### config.mk
export PLATFORM = sky130hd
export DESIGN_NAME = tlv_irq_unit
export DESIGN_NICKNAME = d
export VERILOG_FILES = /design/src/inc/tlv_pkg.sv /design/src/logic/tlv_irq_unit.sv
export SDC_FILE = /design/constraint.sdc
export NUM_CORES = 1
export LEC_CHECK = 0
export BUFFER_PORTS_ARGS = -buffer_cell sky130_fd_sc_hd__buf_2
export CORE_MARGIN = 2
export CORE_UTILIZATION = 38
export DETAILED_ROUTE_END_ITERATION = 12
export PLACE_DENSITY = 0.68
export SLEW_MARGIN = 20
export SYNTH_ARGS = -nofsm -noshare
export SYNTH_HDL_FRONTEND = slang
export SYNTH_SLANG_ARGS = --single-unit
### constraint.sdc
create_clock -name sys_clk -period 2.4 [get_ports sys_clk]
set_input_delay 0.48 -clock sys_clk [delete_from_list [all_inputs] [get_ports sys_clk]]
set_output_delay 0.48 -clock sys_clk [all_outputs]
set_load 0.005 [all_outputs]
### src/inc/tlv_pkg.sv
/*
  Shared constants and types for the two-level vectored interrupt unit.
  Assumes one system clock and a byte-wide special-function register port.
*/
package tlv_pkg;
  // ==========================================================
  // Sources and slots
  localparam int           TLV_NUM_SLOTS     = 17;
  localparam int           TLV_SLOT_W        = 5;
  localparam int           TLV_TIMER2_SLOT   = 5;
  localparam int           TLV_RESERVED_SLOT = 13;
  localparam logic [16:0]  TLV_SLOT_USED     = 17'h1dfff;
  localparam logic [16:0]  TLV_HW_CLEAR      = 17'h0000f;
  localparam logic [16:0]  TLV_PRIO_RESET    = 17'h00000;

  // ==========================================================
  // Enable register
  localparam logic [7:0]   TLV_IE_ADDR       = 8'ha8;
  localparam logic [7:0]   TLV_IE_RESET      = 8'h00;
  localparam int           TLV_GLOBAL_BIT    = 7;
  localparam int           TLV_LOCAL_BITS    = 7;

  // ==========================================================
  // Vector layout
  localparam logic [15:0]  TLV_RESET_VECTOR  = 16'h0000;
  localparam logic [15:0]  TLV_VEC_BASE      = 16'h0003;
  localparam int           TLV_VEC_SHIFT     = 3;

  // ==========================================================
  // Response timing in system clocks
  localparam int           TLV_DETECT_CYCLES = 1;
  localparam int           TLV_CALL_CYCLES   = 4;
  localparam int           TLV_BEST_LATENCY  = TLV_DETECT_CYCLES + TLV_CALL_CYCLES;
  localparam int           TLV_WORST_LATENCY = 18;

  // ==========================================================
  // Types
  typedef enum logic {
    TLV_GATE_OPEN,
    TLV_GATE_AFTER_RETURN
  } tlv_gate_t;

  typedef struct packed {
    logic                  valid;
    logic                  high;
    logic [TLV_SLOT_W-1:0] slot;
    logic [15:0]           vector;
  } tlv_req_t;
endpackage

### src/logic/tlv_irq_unit.sv
/*
  Two-level vectored interrupt unit: enable register, priority resolve,
  nesting track and long-call request towards the core.
  Assumes pending flags, priority bits and extended enables come from
  logic on sys_clk, and that the core reports take, return and
  instruction completion as one-cycle strobes.
*/
// Functional notes
// Up to 16 sources; software-set pending flags request exactly like hardware events.
// Each source low or high; low routine preemptible by high, high never.
// All priority settings read as low after reset.
// Simultaneous requests: high before low, then smallest order number wins.
// All pending requests sampled and priority decoded every system clock.
// Best case five clocks: one detect, four for the long call.
// Pending at return: exactly one further instruction before the long call.
// Worst case eighteen clocks: detect, return, divide, long call.
// Equal or higher routine running holds requests until return plus one instruction.
// Reset vector 0x0000; order n at 0x0003 plus 8n; slot 13 reserved.
// Global enable bit 7 gates every source; zero blocks all requests.
// Enable bits 6..0 mask SPI, timer 2, UART, timer 1, ext 1, timer 0, ext 0.
// Timer 2 enable covers both low-byte and high-byte overflow flags.
// Enable register at 0xA8, all pages, bit addressable, resets to zero.
// Pending flags set regardless of enables; disabled flags are ignored.
// Some flags hardware-cleared on vectoring; still-set flag re-requests after return.
// One in-service marker per level, set on take, cleared on return.
// Core strobes request-taken at long call start and return-done at return end.
`timescale 1ns/10ps
module tlv_irq_unit
  import tlv_pkg::*;
(
  input  wire logic                    sys_clk,
  input  wire logic                    reset,
  input  wire logic [7:0]              sfr_addr,
  input  wire logic                    sfr_wr,
  input  wire logic [7:0]              sfr_wdata,
  input  wire logic                    sfr_bit_wr,
  input  wire logic [2:0]              sfr_bit_sel,
  input  wire logic                    sfr_bit_val,
  input  wire logic                    sfr_rd,
  output logic      [7:0]              sfr_rdata,
  input  wire logic [TLV_NUM_SLOTS-1:0] src_pending,
  input  wire logic                    timer2_low_overflow_flag,
  input  wire logic                    timer2_high_overflow_flag,
  input  wire logic [TLV_NUM_SLOTS-1:0] src_prio_high,
  input  wire logic [TLV_NUM_SLOTS-1:0] ext_src_enable,
  input  wire logic                    core_take,
  input  wire logic                    core_return_done,
  input  wire logic                    core_instr_done,
  output tlv_req_t                     core_req,
  output logic [TLV_NUM_SLOTS-1:0]     flag_hw_clear,
  output logic [1:0]                   in_service
);

  // ==========================================================
  // Helper functions
  // Lowest set index; decoder used for both levels
  function automatic logic [TLV_SLOT_W-1:0] first_slot(input logic [TLV_NUM_SLOTS-1:0] v);
    logic [TLV_SLOT_W-1:0] idx;
    idx = '0;
    for (int i = TLV_NUM_SLOTS - 1; i >= 0; i--) begin
      if (v[i]) begin
        idx = TLV_SLOT_W'(i);
      end
    end
    return idx;
  endfunction

  // Vector address of an order number, 8 bytes per slot
  function automatic logic [15:0] slot_vector(input logic [TLV_SLOT_W-1:0] s);
    return TLV_VEC_BASE + (16'(s) << TLV_VEC_SHIFT);
  endfunction

  // ==========================================================
  // Enable register
  logic [7:0]              ie_q;
  logic [7:0]              ie_d;
  logic [7:0]              ie_bit_mask;
  logic                    ie_hit;
  logic [7:0]              rdata_q;
  logic [TLV_NUM_SLOTS-1:0] prio_q;

  assign ie_hit      = (sfr_addr == TLV_IE_ADDR);
  assign ie_bit_mask = 8'h01 << sfr_bit_sel;
  // Byte write wins over a bit write in the same cycle
  assign ie_d = (ie_hit && sfr_wr)     ? sfr_wdata :
                (ie_hit && sfr_bit_wr) ? ((ie_q & ~ie_bit_mask) |
                                          ({8{sfr_bit_val}} & ie_bit_mask)) :
                ie_q;

  // Register state and the read data flop
  always_ff @(posedge sys_clk) begin
    if (reset) begin
      ie_q    <= TLV_IE_RESET;
      rdata_q <= 8'h00;
    end else begin
      ie_q    <= ie_d;
      if (sfr_rd) begin
        rdata_q <= ie_hit ? ie_q : 8'h00;
      end
    end
  end
  assign sfr_rdata = rdata_q;

  // Priority bits are held here so they read low from reset onward
  always_ff @(posedge sys_clk) begin
    if (reset) begin
      prio_q <= TLV_PRIO_RESET;
    end else begin
      prio_q <= src_prio_high & TLV_SLOT_USED;
    end
  end

  // ==========================================================
  // Request qualification
  logic [TLV_NUM_SLOTS-1:0] flags;
  logic [TLV_NUM_SLOTS-1:0] local_en;
  logic [TLV_NUM_SLOTS-1:0] armed;
  logic [TLV_NUM_SLOTS-1:0] armed_high;
  logic [TLV_NUM_SLOTS-1:0] armed_low;

  // Timer 2 has two flags behind one enable
  always_comb begin
    flags = src_pending;
    flags[TLV_TIMER2_SLOT] = src_pending[TLV_TIMER2_SLOT] | timer2_low_overflow_flag |
                             timer2_high_overflow_flag;
  end
  assign local_en = {ext_src_enable[TLV_NUM_SLOTS-1:TLV_LOCAL_BITS],
                     ie_q[TLV_LOCAL_BITS-1:0]};
  // Flags are seen only while both enables are on; reserved slot never
  assign armed = flags & local_en & TLV_SLOT_USED &
                 {TLV_NUM_SLOTS{ie_q[TLV_GLOBAL_BIT]}};
  assign armed_high = armed & prio_q;
  assign armed_low  = armed & ~prio_q;

  // ==========================================================
  // Nesting and return hold-off
  logic [1:0]  insvc_q;
  tlv_gate_t   gate_q;
  tlv_gate_t   gate_d;
  logic        hold_off;
  logic        allow_high;
  logic        allow_low;
  logic        pick_high;
  logic        pick_any;
  logic [TLV_SLOT_W-1:0] pick_slot;

  // After a return one instruction must finish before the next call
  always_comb begin
    gate_d = gate_q;
    unique case (gate_q)
      TLV_GATE_OPEN: begin
        if (core_return_done) begin
          gate_d = TLV_GATE_AFTER_RETURN;
        end
      end
      TLV_GATE_AFTER_RETURN: begin
        if (core_instr_done) begin
          gate_d = TLV_GATE_OPEN;
        end
      end
    endcase
  end

  // The return strobe itself also blocks, so no call slips in under it
  assign hold_off   = (gate_q == TLV_GATE_AFTER_RETURN) || core_return_done;
  assign allow_high = !insvc_q[1] && !hold_off;
  assign allow_low  = !insvc_q[1] && !insvc_q[0] && !hold_off;
  assign pick_high  = allow_high && (armed_high != '0);
  assign pick_any   = pick_high || (allow_low && (armed_low != '0));
  assign pick_slot  = pick_high ? first_slot(armed_high) : first_slot(armed_low);

  // Markers: take sets the level, return clears the innermost one
  always_ff @(posedge sys_clk) begin
    if (reset) begin
      insvc_q <= 2'b00;
      gate_q  <= TLV_GATE_OPEN;
    end else begin
      gate_q <= gate_d;
      // Return first and take last, so a take landing with a return keeps its marker
      if (core_return_done) begin
        if (insvc_q[1]) begin
          insvc_q[1] <= 1'b0;
        end else begin
          insvc_q[0] <= 1'b0;
        end
      end
      if (core_take && core_req.valid) begin
        insvc_q[core_req.high] <= 1'b1;
      end
    end
  end
  assign in_service = insvc_q;

  // ==========================================================
  // Request to the core, decoded every clock
  tlv_req_t                req_q;
  logic [TLV_NUM_SLOTS-1:0] clear_q;

  // One clock of detection; the core spends the next four on the call
  always_ff @(posedge sys_clk) begin
    if (reset) begin
      req_q   <= '{valid: 1'b0, high: 1'b0, slot: '0, vector: TLV_RESET_VECTOR};
      clear_q <= '0;
    end else begin
      req_q.valid  <= pick_any && !core_take;
      req_q.high   <= pick_high;
      req_q.slot   <= pick_slot;
      req_q.vector <= slot_vector(pick_slot);
      // Only the auto-cleared flags get a clear pulse when vectoring
      clear_q      <= (core_take && req_q.valid) ?
                      (TLV_HW_CLEAR & (17'h00001 << req_q.slot)) : '0;
    end
  end
  assign core_req      = req_q;
  assign flag_hw_clear = clear_q;

  // ==========================================================
  // Checks
  // Enable register: reset value, byte writes and read data
  a_ie_reset_zero: assert property (@(posedge sys_clk)
    reset |=> ie_q == TLV_IE_RESET)
    else $error("enable register not zero after reset");

  a_byte_write: assert property (@(posedge sys_clk) disable iff (reset)
    (ie_hit && sfr_wr) |=> (ie_q == $past(sfr_wdata)))
    else $error("byte write did not land in enable register");

  a_read_data: assert property (@(posedge sys_clk) disable iff (reset)
    (ie_hit && sfr_rd) |=> (sfr_rdata == $past(ie_q)))
    else $error("read data does not match enable register");

  // Gating: a request needs the global bit and, for low slots, its own bit
  a_global_gate_off: assert property (@(posedge sys_clk) disable iff (reset)
    !ie_q[TLV_GLOBAL_BIT] |=> !core_req.valid)
    else $error("request raised while global enable off");

  a_enable_masks: assert property (@(posedge sys_clk) disable iff (reset)
    (core_req.valid && core_req.slot < TLV_SLOT_W'(TLV_LOCAL_BITS)) |->
      ($past(ie_q[TLV_GLOBAL_BIT]) && (($past(ie_q) >> core_req.slot[2:0]) & 8'h01) != 8'h00))
    else $error("request from a source whose enable was off");

  // Levels and nesting
  a_high_not_preempted: assert property (@(posedge sys_clk) disable iff (reset)
    insvc_q[1] |=> !core_req.valid)
    else $error("request during high level routine");

  a_low_only_by_high: assert property (@(posedge sys_clk) disable iff (reset)
    (insvc_q == 2'b01) |=> (!core_req.valid || core_req.high))
    else $error("low request preempted a low routine");

  a_detect_one_clock: assert property (@(posedge sys_clk) disable iff (reset)
    (armed_high != '0 && !insvc_q[1] && gate_q == TLV_GATE_OPEN &&
     !core_return_done && !core_take) |=> (core_req.valid && core_req.high))
    else $error("armed high request not raised next clock");

  a_return_holdoff: assert property (@(posedge sys_clk) disable iff (reset)
    (core_return_done && !core_instr_done) ##1 !core_instr_done |=> !core_req.valid)
    else $error("call requested before instruction after return");

  a_gate_opens: assert property (@(posedge sys_clk) disable iff (reset)
    (gate_q == TLV_GATE_AFTER_RETURN && core_instr_done) |=> (gate_q == TLV_GATE_OPEN))
    else $error("hold-off not released after one instruction");

  a_vector_map: assert property (@(posedge sys_clk) disable iff (reset)
    core_req.valid |-> (core_req.vector == TLV_VEC_BASE + 16'(core_req.slot) * 16'h0008 &&
                        core_req.slot != TLV_SLOT_W'(TLV_RESERVED_SLOT)))
    else $error("vector does not match slot");

  a_high_first: assert property (@(posedge sys_clk) disable iff (reset)
    (core_req.valid && !core_req.high) |-> ($past(armed_high) == '0 || $past(insvc_q[1])))
    else $error("low request chosen over high");

  // Markers follow the core strobes
  a_marker_set: assert property (@(posedge sys_clk) disable iff (reset)
    (core_take && core_req.valid && core_req.high) |=> insvc_q[1])
    else $error("high marker not set on take");

  a_low_marker_set: assert property (@(posedge sys_clk) disable iff (reset)
    (core_take && core_req.valid && !core_req.high) |=> insvc_q[0])
    else $error("low marker not set on take");

  a_return_clears: assert property (@(posedge sys_clk) disable iff (reset)
    (core_return_done && !core_take && insvc_q[1]) |=> !insvc_q[1])
    else $error("high marker not cleared on return");

  a_valid_drops: assert property (@(posedge sys_clk) disable iff (reset)
    core_take |=> !core_req.valid)
    else $error("request still raised after take");

  // Hardware clears only follow a take, and only for the auto-cleared slots
  a_clear_on_take: assert property (@(posedge sys_clk) disable iff (reset)
    (core_take && core_req.valid) |=>
      (flag_hw_clear == (TLV_HW_CLEAR & (17'h00001 << $past(core_req.slot)))))
    else $error("clear pulse does not match taken slot");

  a_clear_only_take: assert property (@(posedge sys_clk) disable iff (reset)
    (flag_hw_clear != '0) |-> ($past(core_take) && $past(core_req.valid)))
    else $error("clear pulse without a take");

  a_prio_reset_low: assert property (@(posedge sys_clk)
    reset |=> prio_q == TLV_PRIO_RESET)
    else $error("priority not low after reset");

endmodule

==> qor.json, run 1 <==
{
  "outcome": {"value": "complete, no violations"},
  "worst_setup_path_start_kind": {"value": "flop"},
  "design.final.nets": {"value": 475},
  "power_switching_share": {"value": 0.234},
  "area_growth": {"value": 19.6, "unit": "%"},
  "max_freq": {"value": 0.497, "unit": "GHz"},
  "dpl.hpwl": {"value": 5.29, "unit": "mm"},
  "hold_path_depth": {"value": 2},
  "report.final.setup_viol": {"value": 0},
  "reg2reg_slack": {"value": 0.39, "unit": "ns"},
  "num-fill-cells": {"value": 726},
  "antenna_violations_before_repair": {"value": 0},
  "critPathCaptureType": {"value": "flop"},
  "clkLatencyLatePin": {"value": 0.29, "unit": "ns"},
  "commonest_cells_after_routing_fill_and_taps_aside": {"value": "buf_2, dfxtp_1, conb_1"},
  "clock_power_share": {"value": 0.353},
  "critical_path_arrival": {"value": 2.18, "unit": "ns"},
  "power_report.internal_total": {"value": 0.00113, "unit": "W"},
  "ff2ff_path_depth": {"value": 7},
  "mostFrequentLayoutCell": {"value": "buf_2"},
  "r2r_end": {"value": "core_req[16]"},
  "post_synth_num_cell_types": {"value": 59},
  "fp.dieArea": {"value": 0.00783, "unit": "mm^2"},
  "drtIter0Drc": {"value": 114},
  "globalRouteOverflowTotal": {"value": 0},
  "timing.final.crit_share": {"value": 0.839},
  "coreArea": {"value": 0.00683, "unit": "mm^2"},
  "reported_leakage_power": {"value": 1.48, "unit": "nW"},
  "detail_route.first_pass.iterations": {"value": 5},
  "final_period_minus_worst_setup_slack": {"value": 2.01, "unit": "ns"},
  "fraction_of_final_layout_cells_with_drive_strength_greater_than_1": {"value": 0.319},
  "tns": {"value": 0, "unit": "ns"},
  "post_drt_via_cell_ratio": {"value": 5.04},
  "cts_buffer_depth": {"value": 2},
  "finalHoldWorstSlack": {"value": 0.389, "unit": "ns"},
  "cts_post_setup_buffers_inserted": {"value": 0},
  "p_comb_frac": {"value": 0.097},
  "ys_warn_count": {"value": 0},
  "num_antenna_cells": {"value": 0},
  "ctsRootBufferMaster": {"value": "clkbuf_8"},
  "rsz0062_at_grt": {"value": "false"},
  "hold_end": {"value": "gate_q"},
  "worst_ep_required_time": {"value": 2.57, "unit": "ns"},
  "worst_hold_startpoint": {"value": "core_instr_done"},
  "crit_type": {"value": "flop to flop"},
  "cts_num_sinks": {"value": 47},
  "synth_edf_count": {"value": 0},
  "first_global_vias": {"value": 2269},
  "finalHoldViolations": {"value": 0},
  "place.gp.congestion": {"value": 0.885},
  "maxSlewViolCount": {"value": 0},
  "power.sequential.fraction": {"value": 0.550},
  "drt_drc_violations_left": {"value": 0},
  "grt_start_max_net_pins": {"value": 25},
  "io-pin-count": {"value": 131},
  "die_w": {"value": 88.5, "unit": "um"},
  "totalWireLength": {"value": 6.51, "unit": "mm"},
  "cp_max_fo": {"value": 9},
  "tritoncts": {"value": "yes"},
  "cts.htree.levels": {"value": 2},
  "initial_utilization": {"value": 0.397},
  "cap_violations": {"value": 0},
  "worst_ir_drop_on_vdd": {"value": 0.243, "unit": "mV"},
  "grt_first_pass_wirelength": {"value": 10.4, "unit": "mm"},
  "cts_buffers": {"value": 5},
  "hold_buffers": {"value": 0},
  "mappedNetlistArea": {"value": 0.00271, "unit": "mm^2"},
  "worst_hold_path_type": {"value": "input port to flop"},
  "worst_clock_skew": {"value": 0.00636, "unit": "ns"},
  "synth_async_sr_flop_share": {"value": 0},
  "place.port_buffers": {"value": 98},
  "netSwitchingPower": {"value": 0.000343, "unit": "W"},
  "die-height": {"value": 88.5, "unit": "um"},
  "post_cts.resized_instances": {"value": 0},
  "synth_seq_cells": {"value": 47},
  "route.antenna.remaining_nets": {"value": 0},
  "routedWlPerCell": {"value": 13.2, "unit": "um"},
  "synth_top_flop_cell": {"value": "dfxtp_1"},
  "number_of_vias_after_detailed_routing": {"value": 2476},
  "placement_rows": {"value": 30},
  "cts.reportedPaths.clkPinSlew": {"value": 0.09, "unit": "ns"},
  "power.density_cell_area": {"value": 454, "unit": "mW/mm^2"},
  "syn-instance-count": {"value": 304},
  "synth.avg_cell_area": {"value": 8.92, "unit": "um^2"},
  "synth.yosys.seq_area_share": {"value": 0.347},
  "groute.usage.overall": {"value": 0.168}
}
cells in the mapped netlist, types with 2 or more instances:
cell type	n	share of area
a211oi_1	9	0.025
a21boi_0	2	0.0055
a21oi_1	15	0.028
a311oi_1	5	0.016
a31oi_1	4	0.0092
and2_1	2	0.0046
and3_1	4	0.0092
and4b_1	5	0.018
buf_2	2	0.0037
buf_4	28	0.078
clkbuf_1	8	0.011
dfxtp_1	47	0.35
inv_1	6	0.0083
mux2i_1	6	0.022
nand2_1	14	0.019
nand2b_1	15	0.035
nand3_1	14	0.026
nand4_1	9	0.021
nand4_2	7	0.032
nand4b_1	10	0.032
nor2_1	17	0.024
nor2b_1	16	0.037
nor3_1	4	0.0074
nor4_1	5	0.012
o211a_1	2	0.0074
o211ai_1	3	0.0083
o21ai_0	7	0.013
o21bai_1	5	0.014
o41ai_1	2	0.0065
or3_1	2	0.0046
critical path: stages, from the launching register on:
cell and delay, ns:
dfxtp_1 0.33, buf_4 0.17, nand4_1 0.18, nand4_1 0.21, nor3_4 0.23, a31oi_4 0.18
xnor2_1 0.16, a2111oi_1 0.42
final cells by class:
type                            count  area, um^2  area share
Inverter                            6        22.5     0.00695
Multi-Input combinational cell    231        1530       0.472
Clock buffer                        8         100      0.0309
Timing Repair Buffer              103         528       0.163
Sequential cell                    47         941       0.290
Tap cell                           96         120      0.0371
worst max path at each step:
stage	endpoint	cells past startpoint
3_5_place_dp	core_req[16]	7
6_report	core_req[16]	7
3_3_place_gp	core_req[16]	7
5_1_grt	core_req[22]	7
2_1_floorplan	core_req[16]	6
4_1_cts	core_req[16]	7
kinds of logic after synthesis:
| family | share of synthesized area |
|---|---|
| other | 0.00138 |
| buffers and inverters | 0.118 |
| flip-flops | 0.347 |
| multiplexers | 0.0222 |
| AND/OR/NAND/NOR | 0.329 |
| XOR/XNOR | 0.00323 |
| AO/OA/AOI/OAI | 0.180 |
layer usage:
layer  routed length [um]  vias up  track usage
met5                    0        -            0
met2                 3050       81        0.284
met1                 2960     1134        0.214
met3                  411        6       0.0420
met4                   86        0       0.0441
li1                     -     1255            -
power groups by stage:
stage                     sequential [W]  clock [W]  combinational (W)
final                           0.000808   0.000519           0.000143
after floorplan                 0.000824          0          0.0000883
after CTS                       0.000808   0.000533           0.000143
after global routing            0.000811   0.000560           0.000162
after global placement          0.000826          0           0.000139
after detailed placement        0.000827          0           0.000143
through the flow:
stage               power (W)  instance area (um^2)   util  cells  worst slack, ns
floorplan            0.000912                  2790      -    325            0.520
global placement     0.000965                  3140  0.460    483            0.168
detailed placement   0.000970                  3140  0.460    483            0.157
CTS                   0.00148                  3240  0.475    491            0.381
global route          0.00153                  3240  0.475    491            0.196
finish                0.00147                  3240  0.475    491            0.386
Note: power is estimated with default switching activity, not from simulation.
==> run 2: changes to the inputs <==
--- a/config.mk
+++ b/config.mk
@@ -9,7 +9,7 @@
 export CORE_MARGIN = 2
 export CORE_UTILIZATION = 38
 export DETAILED_ROUTE_END_ITERATION = 12
-export PLACE_DENSITY = 0.68
+export PLACE_DENSITY = 0.71
 export SLEW_MARGIN = 20
 export SYNTH_ARGS = -nofsm -noshare
 export SYNTH_HDL_FRONTEND = slang
==> constraint.sdc (replaced) <==
create_clock -name sys_clk -period 1.7 [get_ports sys_clk]
set_input_delay 0.34 -clock sys_clk [delete_from_list [all_inputs] [get_ports sys_clk]]
set_output_delay 0.34 -clock sys_clk [all_outputs]
set_load 0.005 [all_outputs]
==> run 2 against run 1 <==
  * The flow now finishes with violations (setup timing)
  * Highest routed layer unchanged
  * Die area unchanged
  * Sequential power increased by 41%
  * Register-to-register slack got worse by 0.52 ns
  * Utilization increased by 7.6 points
  * Design area increased by 16%
  * Global-route usage increased by 0.72 points
  * Critical endpoint unchanged
  * Sequential cell count unchanged
  * Hold slack got worse by 0.18 ns
  * Total power increased by 59%
  * First-iteration DRC count increased by 1.8%
==> qor.json, run 2 (same netlist as run 1, synthesis figures left out) <==
{
  "dpl.hpwl": {"value": 5.63, "unit": "mm", "change": "was 5.29 mm"},
  "report.final.setup_viol": {"value": 4, "change": "was 0"},
  "die_w": {"value": 88.5, "unit": "um", "change": "unchanged"},
  "cts_num_sinks": {"value": 47, "change": "unchanged"},
  "timing.final.crit_share": {"value": 1.08, "change": "was 0.839"},
  "reported_leakage_power": {"value": 1.79, "unit": "nW", "change": "was 1.48 nW"},
  "sequential_standard_cell_area": {"value": 942, "unit": "um^2", "change": "was 941 um^2"},
  "totalWireLength": {"value": 7.00, "unit": "mm", "change": "was 6.51 mm"},
  "worst_setup_path_start_kind": {"value": "flop", "change": "unchanged"},
  "finalHoldViolations": {"value": 0, "change": "unchanged"},
  "maxSlewViolCount": {"value": 0, "change": "unchanged"},
  "die-height": {"value": 88.5, "unit": "um", "change": "unchanged"},
  "groute.usage.overall": {"value": 0.175, "change": "was 0.168"},
  "cts.reportedPaths.clkPinSlew": {"value": 0.09, "unit": "ns", "change": "about the same"},
  "critical_path_arrival": {"value": 2.02, "unit": "ns", "change": "was 2.18 ns"},
  "num-fill-cells": {"value": 650, "change": "was 726"},
  "worst_hold_path_type": {"value": "input port to flop", "change": "unchanged"},
  "cap_violations": {"value": 0, "change": "unchanged"},
  "worst_clock_skew": {"value": 0.00874, "unit": "ns", "change": "was 0.00636 ns"},
  "ctsRootBufferMaster": {"value": "clkbuf_8", "change": "unchanged"},
  "grt_start_max_net_pins": {"value": 18, "change": "was 25"},
  "first_global_vias": {"value": 2429, "change": "was 2269"},
  "detail_route.first_pass.iterations": {"value": 4, "change": "was 5"},
  "area_growth": {"value": 38.8, "unit": "%", "change": "was 19.6%"},
  "place.gp.congestion": {"value": 0.860, "change": "was 0.885"},
  "antenna_violations_before_repair": {"value": 0, "change": "unchanged"},
  "routedWlPerCell": {"value": 12.9, "unit": "um", "change": "was 13.2 um"},
  "layout_setup_ws": {"value": -0.135, "unit": "ns", "change": "was 0.386 ns"},
  "cts_buffers": {"value": 5, "change": "unchanged"},
  "crit_type": {"value": "flop to flop", "change": "unchanged"},
  "rsz0062_at_grt": {"value": "true", "change": "was false"},
  "multiInputGateArea": {"value": 0.00160, "unit": "mm^2", "change": "was 0.00153 mm^2"},
  "cts_buffer_depth": {"value": 2, "change": "unchanged"},
  "r2r_end": {"value": "core_req[16]", "change": "unchanged"},
  "tritoncts": {"value": "yes", "change": "unchanged"},
  "design.final.nets": {"value": 527, "change": "was 475"},
  "num_antenna_cells": {"value": 0, "change": "unchanged"},
  "initial_utilization": {"value": 0.397, "change": "unchanged"},
  "drt_drc_violations_left": {"value": 0, "change": "unchanged"},
  "coreArea": {"value": 0.00683, "unit": "mm^2", "change": "unchanged"},
  "route.antenna.remaining_nets": {"value": 0, "change": "unchanged"},
  "reg2reg_slack": {"value": -0.13, "unit": "ns", "change": "was 0.39 ns"},
  "fraction_of_final_layout_cells_with_drive_strength_greater_than_1": {"value": 0.416, "change": "was 0.319"},
  "place.port_buffers": {"value": 98, "change": "unchanged"},
  "finalHoldWorstSlack": {"value": 0.211, "unit": "ns", "change": "was 0.389 ns"},
  "placement_rows": {"value": 30, "change": "unchanged"},
  "clkLatencyLatePin": {"value": 0.30, "unit": "ns", "change": "was 0.29 ns"},
  "commonest_cells_after_routing_fill_and_taps_aside": {"value": "buf_2, buf_4, dfxtp_1", "change": "was buf_2, dfxtp_1, conb_1"},
  "outcome": {"value": "finished, violations left", "change": "was complete, no violations"},
  "crit_path_end": {"value": "core_req[16]", "change": "unchanged"},
  "critPathCaptureType": {"value": "flop", "change": "unchanged"},
  "final_period_minus_worst_setup_slack": {"value": 1.83, "unit": "ns", "change": "was 2.01 ns"},
  "number_of_vias_after_detailed_routing": {"value": 2689, "change": "was 2476"},
  "grt_first_pass_wirelength": {"value": 10.8, "unit": "mm", "change": "was 10.4 mm"},
  "worst_ir_drop_on_vdd": {"value": 0.337, "unit": "mV", "change": "was 0.243 mV"},
  "max_freq": {"value": 0.545, "unit": "GHz", "change": "was 0.497 GHz"},
  "ff2ff_path_depth": {"value": 8, "change": "was 7"},
  "worst_ep_required_time": {"value": 1.88, "unit": "ns", "change": "was 2.57 ns"},
  "violations": {"value": "setup timing"},
  "post_drt_via_cell_ratio": {"value": 4.95, "change": "was 5.04"},
  "fp.dieArea": {"value": 0.00783, "unit": "mm^2", "change": "unchanged"},
  "post-place-cells": {"value": 531, "change": "was 483"},
  "cts.htree.levels": {"value": 2, "change": "unchanged"},
  "power.density_cell_area": {"value": 621, "unit": "mW/mm^2", "change": "was 454 mW/mm^2"},
  "finalNonFillerCells": {"value": 543, "change": "was 491"},
  "globalRouteOverflowTotal": {"value": 0, "change": "unchanged"},
  "cp_max_fo": {"value": 13, "change": "was 9"},
  "drtIter0Drc": {"value": 116, "change": "was 114"},
  "mostFrequentLayoutCell": {"value": "buf_2", "change": "unchanged"},
  "io-pin-count": {"value": 131, "change": "unchanged"}
}
[run 2: power by group]
group | total, W | internal [W] | switching, W | leakage (nW)
Combinational | 0.000234 | 0.000117 | 0.000117 | 1.34
Sequential | 0.00114 | 0.00112 | 0.0000172 | 0.384
Clock | 0.000961 | 0.000588 | 0.000373 | 0.0654
[run 2: worst min path at each step]
stage,startpoint,end,slack [ns],depth (start not counted)
final,core_instr_done,gate_q,0.21,2
after global routing,core_instr_done,gate_q,0.21,2
after CTS,core_instr_done,gate_q,0.21,2
after detailed placement,sfr_rdata[5],sfr_rdata[5],0.47,2
after global placement,sfr_rdata[6],sfr_rdata[6],0.46,2
after floorplan,core_take,core_req[22],0.42,1
[run 2: metal layers]
| layer | share of wire | wire [um] | track usage |
|---|---|---|---|
| met1 | 0.46 | 3200 | 0.224 |
| met2 | 0.47 | 3320 | 0.301 |
| met4 | 0.012 | 81 | 0.0358 |
| met5 | 0 | 0 | 0 |
| met3 | 0.057 | 398 | 0.0429 |
[run 2: metrics by stage]
step	instance area, um^2	setup slack (ns)	setup TNS [ns]	power, W	util
2_1_floorplan	2790	-0.0391	-0.0697	0.00129	-
3_3_place_gp	3510	-0.269	-1.47	0.00139	0.514
3_5_place_dp	3510	-0.268	-1.76	0.00139	0.514
4_1_cts	3730	-0.157	-0.512	0.00235	0.546
5_1_grt	3760	-0.273	-1.11	0.00242	0.551
6_report	3760	-0.135	-0.390	0.00234	0.551
[run 2: area by class of cell]
class                      count  share of cell area
multi-input combinational    231               0.426
inverter                       6             0.00598
tap                           96              0.0319
clock inverter                 2              0.0160
clock buffer                   6              0.0193
sequential                    47               0.250
timing repair buffer         155               0.250
[run 2: repair_timing]
item / 4_1_cts / 5_1_grt
endpoints found under the setup margin: 7 / 7
gates resized for setup: 10 / 5
cloned: 0 / 0
setup buffers: 5 / 0
endpoints found under the hold margin: 0 / 0
pin swaps: 10 / 3
hold buffers: 0 / 0
[run 2: critical path, cell delays in order (launching register included)]
cell and delay, ns:
dfxtp_2 0.37, buf_6 0.16, buf_4 0.16, nand4b_1 0.18
and3b_1 0.22, o21bai_1 0.16, a211oi_2 0.10, nor4_2 0.29
a2111oi_2 0.08
